--- src/common/cid_defines.svh ---
`ifndef CID_DEFINES_SVH
`define CID_DEFINES_SVH

// register byte offsets on the plain register port
`define CID_ADDR_W        13
`define CID_OFS_CTRL      13'h000
`define CID_OFS_STAT      13'h004
`define CID_OFS_IIDR      13'h0FC
`define CID_OFS_GRP       13'h100
`define CID_GRP_MASK      13'h1F80
`define CID_GRP_IDX       6:2
`define CID_OFS_DIR       13'h1000

// interface control bit positions
`define CID_CTRL_S        0
`define CID_CTRL_NS       1

// deactivation word fields
`define CID_DIR_ID        9:0
`define CID_DIR_SRC       12:10
`define CID_SWI_LIMIT     10'h010
`define CID_SPURIOUS_MIN  10'h3FC

// status word fields
`define CID_STAT_LAST     25:16
`define CID_STAT_IGN      15:0

// identification word fields and values (values arbitrary)
`define CID_IIDR_PROD     31:20
`define CID_IIDR_ARCH     19:16
`define CID_IIDR_REV      15:12
`define CID_IIDR_IMPL     11:0
`define CID_PRODUCT       12'h000
`define CID_REVISION      4'h0
`define CID_JEP_CONT      4'h0
`define CID_JEP_IDENT     7'h00
`define CID_ARCH_V1       4'h1
`define CID_ARCH_V2       4'h2

// sizes and reset values
`define CID_WORD_W        32
`define CID_NUM_INT       1024
`define CID_RST_STATE     '0

`endif

--- src/common/cid_pkg.sv ---
`include "cid_defines.svh"

package cid_pkg;

  // register selected by an address
  typedef enum logic [2:0] {
    CID_REG_NONE, CID_REG_CTRL, CID_REG_STAT,
    CID_REG_IIDR, CID_REG_GRP, CID_REG_DIR
  } cid_reg_t;

  // fate of one deactivation write
  typedef enum logic [2:0] {
    CID_V_DEACT, CID_V_ARCH, CID_V_MODE, CID_V_SPUR, CID_V_GROUP
  } cid_verdict_t;

  // all state of the interface core
  typedef struct packed {
    logic                      splitS;
    logic                      splitNs;
    logic [`CID_NUM_INT-1:0]   grp1;
    logic [`CID_WORD_W-1:0]    rdData;
    logic                      deactValid;
    logic [9:0]                deactId;
    logic [2:0]                deactSrc;
    logic                      deactSecure;
    logic [9:0]                lastId;
    logic [15:0]               ignCount;
  } cid_state_t;

endpackage

--- src/logic/cid_id_word.sv ---
`timescale 1ns/1ps
// builds the constant identification word
module cid_id_word
  import cid_pkg::*;
#(
  parameter logic [3:0] ARCH_VER = `CID_ARCH_V2
) (
  // identification word out
  output logic [`CID_WORD_W-1:0] idWord
);

  // fixed fields, bit 7 of the maker code is always zero
  always_comb begin
    idWord                  = '0;
    idWord[`CID_IIDR_PROD]  = `CID_PRODUCT; // RULE1
    idWord[`CID_IIDR_ARCH]  = ARCH_VER; // RULE2
    idWord[`CID_IIDR_REV]   = `CID_REVISION; // RULE3
    idWord[`CID_IIDR_IMPL]  = {`CID_JEP_CONT, 1'b0, `CID_JEP_IDENT}; // RULE4
  end

endmodule // cid_id_word

--- src/logic/cid_deact_filter.sv ---
`timescale 1ns/1ps
// decides whether one deactivation write takes effect
module cid_deact_filter
  import cid_pkg::*;
#(
  parameter bit         SEC_EXT  = 1'b1,
  parameter logic [3:0] ARCH_VER = `CID_ARCH_V2
) (
  // write context
  input  wire logic                   accSecure,
  input  wire logic                   splitS,
  input  wire logic                   splitNs,
  input  wire logic [`CID_WORD_W-1:0] wrWord,
  input  wire logic                   grpIsOne,
  // decision
  output logic [9:0]                  intId,
  output logic [2:0]                  srcCpu,
  output cid_verdict_t                verdict
);

  logic secView;  // access sees the secure copy of control
  logic modeOn;   // split end-of-interrupt mode for this access

  // one shared register serves both states; the state only picks the bit
  always_comb begin
    intId   = wrWord[`CID_DIR_ID]; // RULE13
    // source field only means something for software interrupts
    srcCpu  = (intId < `CID_SWI_LIMIT) ? wrWord[`CID_DIR_SRC] : '0; // RULE14
    secView = !SEC_EXT || accSecure;
    modeOn  = secView ? splitS : splitNs; // RULE7 RULE8
    if (ARCH_VER == `CID_ARCH_V1) begin
      verdict = CID_V_ARCH; // RULE15
    end else if (!modeOn) begin
      verdict = CID_V_MODE; // RULE7 RULE8
    end else if (intId >= `CID_SPURIOUS_MIN) begin
      verdict = CID_V_SPUR;
    end else if (!secView && !grpIsOne) begin
      verdict = CID_V_GROUP; // RULE16
    end else begin
      verdict = CID_V_DEACT; // RULE6
    end
  end

endmodule // cid_deact_filter

--- src/logic/cid_iface_core.sv ---
`timescale 1ns/1ps
// Functional notes
// RULE1: identification top twelve bits hold product code
// RULE2: architecture field reads one or two
// RULE3: four-bit revision field of this interface
// RULE4: low twelve bits hold maker code, bit7 zero
// RULE5: identification present always, one shared copy
// RULE6: split mode write deactivates named interrupt
// RULE7: no security: split bit must be one
// RULE8: secure and nonsecure writes check own bit
// RULE9: software never writes while split bit zero
// RULE10: software names only ended active or spurious
// RULE11: deactivation writes accepted in any order
// RULE12: software writes back the acknowledge word
// RULE13: id bits 9:0, source 12:10, rest zero
// RULE14: source field zero except software interrupts
// RULE15: deactivation only in version two, shared
// RULE16: nonsecure write deactivates group one only
// RULE17: identification writes ignored, deactivation reads zero
module cid_iface_core
  import cid_pkg::*;
#(
  parameter bit         SEC_EXT  = 1'b1,
  parameter logic [3:0] ARCH_VER = `CID_ARCH_V2
) (
  // clock and reset
  input  wire logic                    core_clk,
  input  wire logic                    arst_n,
  // register port
  input  wire logic [`CID_ADDR_W-1:0]  busAddr,
  input  wire logic [`CID_WORD_W-1:0]  busWrData,
  input  wire logic                    busWrEn,
  input  wire logic                    busRdEn,
  input  wire logic                    busSecure,
  output logic      [`CID_WORD_W-1:0]  busRdData,
  // deactivation towards the distributor
  output logic                         deactValid,
  output logic      [9:0]              deactId,
  output logic      [2:0]              deactSrc,
  output logic                         deactSecure,
  // current split end-of-interrupt modes
  output logic                         secureSplitEoiMode,
  output logic                         nonsecureSplitEoiMode
);

  // address decode, shared by the write and the read path
  function automatic cid_reg_t decodeReg(
    input logic [`CID_ADDR_W-1:0] addr
  );
    cid_reg_t r;
    r = CID_REG_NONE;
    if (addr == `CID_OFS_CTRL) begin
      r = CID_REG_CTRL;
    end else if (addr == `CID_OFS_STAT) begin
      r = CID_REG_STAT;
    end else if (addr == `CID_OFS_IIDR) begin
      r = CID_REG_IIDR;
    end else if ((addr & `CID_GRP_MASK) == `CID_OFS_GRP) begin
      r = CID_REG_GRP;
    end else if (addr == `CID_OFS_DIR) begin
      r = CID_REG_DIR;
    end
    return r;
  endfunction

  cid_state_t               stReg;      // registered state
  cid_state_t               stNext;     // next state
  cid_reg_t                 wrSel;      // register hit by a write
  cid_reg_t                 rdSel;      // register hit by a read
  logic                     secView;    // access sees the secure view
  logic [`CID_WORD_W-1:0]   idWord;     // identification value
  logic [`CID_NUM_INT-1:0]  grpNext;    // group bits after a group write
  logic [`CID_WORD_W-1:0]   grpRdWord;  // group word addressed by a read
  logic [9:0]               fltId;      // id taken from the write
  logic [2:0]               fltSrc;     // source field after masking
  cid_verdict_t             verdict;    // fate of a deactivation write
  logic                     grpIsOne;   // named interrupt is group one

  assign wrSel   = decodeReg(busAddr);
  assign rdSel   = decodeReg(busAddr);
  // without security every access is treated as the secure one
  assign secView = !SEC_EXT || busSecure;

  // one identification copy for every access state
  cid_id_word #(
    .ARCH_VER (ARCH_VER)
  ) uIdWord (
    .idWord   (idWord) // RULE5
  );

  // group of the interrupt named in the written word
  assign grpIsOne = stReg.grp1[busWrData[`CID_DIR_ID]];

  // deactivation decision, one shared register for both states
  cid_deact_filter #(
    .SEC_EXT   (SEC_EXT),
    .ARCH_VER  (ARCH_VER)
  ) uFilter (
    .accSecure (busSecure),
    .splitS    (stReg.splitS),
    .splitNs   (stReg.splitNs),
    .wrWord    (busWrData),
    .grpIsOne  (grpIsOne),
    .intId     (fltId),
    .srcCpu    (fltSrc),
    .verdict   (verdict)
  );

  // per-word write of the group bits; other words keep their value
  genvar g;
  generate
    for (g = 0; g < `CID_NUM_INT / `CID_WORD_W; g++) begin : gGrp
      assign grpNext[g*`CID_WORD_W +: `CID_WORD_W] =
        (busAddr[`CID_GRP_IDX] == 5'(g)) ? busWrData
        : stReg.grp1[g*`CID_WORD_W +: `CID_WORD_W];
    end
  endgenerate

  // read of one group word
  assign grpRdWord =
    stReg.grp1[{busAddr[`CID_GRP_IDX], 5'h00} +: `CID_WORD_W];

  // next state: register writes, deactivation and the read answer
  always_comb begin
    stNext            = stReg;
    // deactivation is a single-cycle pulse
    stNext.deactValid = 1'b0;
    // read data live for one cycle only
    stNext.rdData     = '0;

    if (busWrEn) begin
      case (wrSel)
        CID_REG_CTRL: begin
          // nonsecure access may only touch its own mode bit
          if (secView) begin
            stNext.splitS  = busWrData[`CID_CTRL_S];
            stNext.splitNs = busWrData[`CID_CTRL_NS];
          end else begin
            stNext.splitNs = busWrData[`CID_CTRL_NS];
          end
        end
        CID_REG_GRP: begin
          // group assignment is a secure-only setting
          if (secView) begin
            stNext.grp1 = grpNext;
          end
        end
        CID_REG_DIR: begin
          // no ordering check: each write stands on its own
          if (verdict == CID_V_DEACT) begin // RULE11
            stNext.deactValid  = 1'b1; // RULE6
            stNext.deactId     = fltId; // RULE13
            stNext.deactSrc    = fltSrc; // RULE14
            stNext.deactSecure = secView && SEC_EXT;
            stNext.lastId      = fltId;
          end else begin
            // ignored writes are only counted, never acted on
            stNext.ignCount = stReg.ignCount + 16'h0001; // RULE16
          end
        end
        CID_REG_IIDR: begin
          // the identification value is fixed
          stNext.ignCount = stReg.ignCount; // RULE17
        end
        default: begin
          // unmapped writes do nothing
          stNext.ignCount = stReg.ignCount;
        end
      endcase
    end

    if (busRdEn) begin
      case (rdSel)
        CID_REG_CTRL: begin
          // nonsecure view hides the secure mode bit
          stNext.rdData[`CID_CTRL_NS] = stReg.splitNs;
          stNext.rdData[`CID_CTRL_S]  = secView && stReg.splitS;
        end
        CID_REG_STAT: begin
          stNext.rdData[`CID_STAT_LAST] = stReg.lastId;
          stNext.rdData[`CID_STAT_IGN]  = stReg.ignCount;
        end
        CID_REG_IIDR: begin
          stNext.rdData = idWord; // RULE5
        end
        CID_REG_GRP: begin
          stNext.rdData = secView ? grpRdWord : '0;
        end
        CID_REG_DIR: begin
          // write-only: reads give zero and change nothing
          stNext.rdData = '0; // RULE17
        end
        default: begin
          stNext.rdData = '0;
        end
      endcase
    end
  end

  // single state register
  always_ff @(posedge core_clk or negedge arst_n) begin
    if (!arst_n) begin
      stReg <= `CID_RST_STATE;
    end else begin
      stReg <= stNext;
    end
  end

  // outputs straight from the state flops
  assign busRdData             = stReg.rdData;
  assign deactValid            = stReg.deactValid;
  assign deactId               = stReg.deactId;
  assign deactSrc              = stReg.deactSrc;
  assign deactSecure           = stReg.deactSecure;
  assign secureSplitEoiMode    = stReg.splitS;
  assign nonsecureSplitEoiMode = stReg.splitNs;
endmodule // cid_iface_core

--- config.mk ---
export PLATFORM = sky130hd
export DESIGN_NAME = cid_iface_core
export DESIGN_NICKNAME = d
export VERILOG_FILES = /design/src/common/cid_pkg.sv /design/src/logic/cid_id_word.sv /design/src/logic/cid_deact_filter.sv /design/src/logic/cid_iface_core.sv
export VERILOG_INCLUDE_DIRS = /design/src /design/src/common
export SDC_FILE = /design/constraint.sdc
export NUM_CORES = 2
export LEC_CHECK = 0
export BUFFER_PORTS_ARGS = -buffer_cell sky130_fd_sc_hd__buf_2
export CORE_MARGIN = 8
export CORE_UTILIZATION = 40
export DETAILED_ROUTE_END_ITERATION = 10
export SETUP_SLACK_MARGIN = 0.05
export SYNTH_ARGS = -nofsm -noshare
export SYNTH_HDL_FRONTEND = slang
export SYNTH_SLANG_ARGS = --single-unit
--- constraint.sdc ---
create_clock -name core_clk -period 3.85 [get_ports core_clk]
set_clock_uncertainty 0.1 [all_clocks]
set_input_delay 0.77 -clock core_clk [delete_from_list [all_inputs] [get_ports core_clk]]
set_output_delay 0.77 -clock core_clk [all_outputs]
set_load 0.01 [all_outputs]
==> impl_metrics.json <==
{
  "status": "finished clean",
  "dr.pass1.iters": 6,
  "clock.fmax_mhz": 263.8,
  "die_h_um": 395.0,
  "routabilityCongestion": 0.9241,
  "yosysWarnings": 0,
  "core_area_sq_um": 143100,
  "slew_viol_final": 0,
  "worst_pin_slew_ns": 0.9518,
  "finalCritPeriodShare": 0.9848,
  "io_pins": 99,
  "cap_violations": 0,
  "slew_headroom": 0.3654,
  "crit_fanout": 17,
  "period_needed_ns": 3.791,
  "dr.first_iter.drc_count": 4156,
  "cp-end-kind": "register",
  "final_hold_viol_count": 0,
  "synthCells": 3888,
  "syn_avg_cell_area_sq_um": 14.78,
  "grt_pass1_wl_um": 287700,
  "synth-edff-count": 0,
  "cts_tree": "built",
  "clockBufferDepth": 3,
  "ys_ff_latch": 1089,
  "wl_per_cell_um": 32.44,
  "setup_viol_count_final": 0,
  "ys_types": 68,
  "hold_depth": 3,
  "clk_latency_ns": 0.77,
  "cts_buffers": 119,
  "required_ns": 4.35,
  "netlist_area_sq_um": 57460,
  "io_buffers": 98,
  "grtUsageTotal": 0.2465,
  "r2r_cells": 11,
  "timing.rr.end": "stReg[8]",
  "r2r_slack_ns": 0.09,
  "seq_area_frac_synth": 0.4742,
  "first_global_vias": 38490,
  "fp-row-count": 139,
  "min_to": "nonsecureSplitEoiMode",
  "synth_top_flop_cell": "dfrtp_1",
  "placement.cell_area_sq_um": 62400,
  "grt_max_degree": 132,
  "p_leak_nw": 30.52,
  "fin_util": 0.4686,
  "final_cell_area_sq_um": 67080,
  "rsz0062_at_grt": "yes",
  "worst_setup_path_start_kind": "primary input",
  "dieWidth_um": 395.0,
  "drc": 0,
  "wirelength_um": 196300,
  "vias": 38110,
  "die_area_sq_um": 156000,
  "drive_above_1_share": 0.5421,
  "finalSetupTns_ns": 0,
  "hold_path_class": "primary input to register",
  "viasPerCell": 6.297,
  "worstSetupPathType": "primary input to register",
  "htreeDepth": 3,
  "antenna_found_initial": 9,
  "syn_nets": 3939,
  "r2r_start": "stReg[925]",
  "p_per_area_nw_per_um2": 385.3,
  "cts-root-buf": "clkbuf_16",
  "ys_async_sr_fraction": 1.000,
  "cts_sinks": 1089,
  "cp_data_arrival_time_ns": 4.29,
  "worstHoldStart": "busWrEn",
  "p_total_mw": 25.85,
  "synthToLayoutAreaGrowth_pct": 16.73,
  "start_util": 0.4015,
  "path_clk_slew_ns": 0.07,
  "dpl.hpwl_um": 136600,
  "peakVddDrop_mv": 0.4464,
  "ant_nets": 0,
  "grt_overflow": 0,
  "finish.net_count": 4094
}
## registers in the layout, indices dropped and copies added, names as in the netlist
name                   cells
busRdData                 32
deactSecure                1
deactSrc                   3
deactValid                 1
nonsecureSplitEoiMode      1
secureSplitEoiMode         1
stReg                   1050
## layout make-up
type                    count  area (sq um)
diodes                      4         10.01
clock buffers             161          3376
clock inverters            62         865.8
fillers                 12410         76060
inverters                  15         61.31
multi-input cells        2340         28520
flip-flops and latches   1089         27250
well taps                1903          2381
repair buffers            478          4608
## layer usage
layer / global-route usage / share of wire / up-vias
li1: - / - / 15190
met1: 0.3489 / 0.42 / 20660
met2: 0.3689 / 0.45 / 1889
met3: 0.06353 / 0.089 / 374
met4: 0.08629 / 0.042 / 6
met5: 0 / 0.00020 / -
## where the power goes
part / total [mW] / leakage (nW) / internal [mW] / switching, mW
clock: 12.4 / 2.08 / 7.35 / 5.06
sequential: 11.5 / 15.2 / 11.5 / 0.0416
combinational: 1.90 / 13.3 / 0.672 / 1.23
total: 25.8 / 30.5 / 19.5 / 6.33
## cells in the mapped netlist (21+ instances only)
cell type	number	share of area
dfrtp_1	1089	0.47
mux2_2	929	0.18
mux4_2	559	0.22
clkbuf_1	303	0.020
nand2_1	213	0.014
o21ai_0	131	0.011
mux2i_1	93	0.016
nor2_1	93	0.0061
a21oi_1	56	0.0049
buf_4	56	0.0073
buf_1	47	0.0031
a22oi_1	34	0.0044
nand3_1	31	0.0027
buf_2	21	0.0018
## stage by stage
| stage | hold slack, ns | setup slack, ns | instances |
|---|---|---|---|
| after global placement | 0.3718 | -1.057 | 5809 |
| after CTS | 0.2257 | 0.05648 | 6036 |
| after global routing | 0.2928 | 0.03290 | 6048 |
| final | 0.2663 | 0.05868 | 6052 |
| after detailed placement | 0.3652 | -1.015 | 5809 |
| after floorplan | 0.3419 | 0.01467 | 3888 |
## cells by family (layout without fill, tap and decap cells)
| group | count (synthesis) | in the layout | synth area share |
|---|---|---|---|
| buf+inv | 460 | 716 | 0.03651 |
| compound gates | 323 | 324 | 0.03741 |
| flops | 1089 | 1089 | 0.4742 |
| simple gates | 419 | 419 | 0.03201 |
| fa+ha+maj | 1 | 1 | 0.0002177 |
| xor+xnor | 15 | 15 | 0.002286 |
| other cells | 0 | 4 | 0 |
| mux | 1581 | 1581 | 0.4173 |
## layout by cell type, fill, tap and decap left out, types with 16 or more instances in the layout
master and count:
a211oi_1 16, nand2_1 201, mux4_2 559, nor2_1 78, mux2_2 928, clkinv_2 25
a22oi_1 32, bufinv_16 18, buf_4 288, dfrtp_1 1089, clkbuf_1 18, mux2i_1 92
buf_12 83, clkbuf_16 122, clkbuf_8 24, buf_2 89, o21ai_0 131, nand3_1 26
a21oi_1 52
## repair_timing
action | in CTS | in global routing
hold endpoints to repair | 26 | 0
cloned | 1 | 3
pin swaps | 3 | 9
hold buffers | 1 | 0
setup endpoints to repair | 31 | 30
buffers inserted | 2 | 9
gates resized for setup | 9 | 28
## worst max-delay path: stages
cell and delay (ns):
buf_16 0.19, buf_16 0.19, buf_16 0.18, mux4_2 0.54, a22oi_2 0.25, nand4_1 0.29, a311o_1 0.39, o311a_1 0.17
nor2_4 0.24, o2111ai_4 0.29, a2111oi_1 0.59, xor2_1 0.12
## worst max-delay path by stage
stage,start,end,slack (ns),depth (start not counted)
2_1_floorplan,busWrData[0],stReg[16],0.01,14
3_3_place_gp,busWrData[0],stReg[11],-1.06,15
3_5_place_dp,busWrData[0],stReg[1],-1.02,15
4_1_cts,stReg[896],stReg[1],0.06,11
5_1_grt,stReg[925],stReg[11],0.03,12
6_report,busWrData[0],stReg[8],0.06,12
No activity file was read; power rests on OpenSTA's default activity.
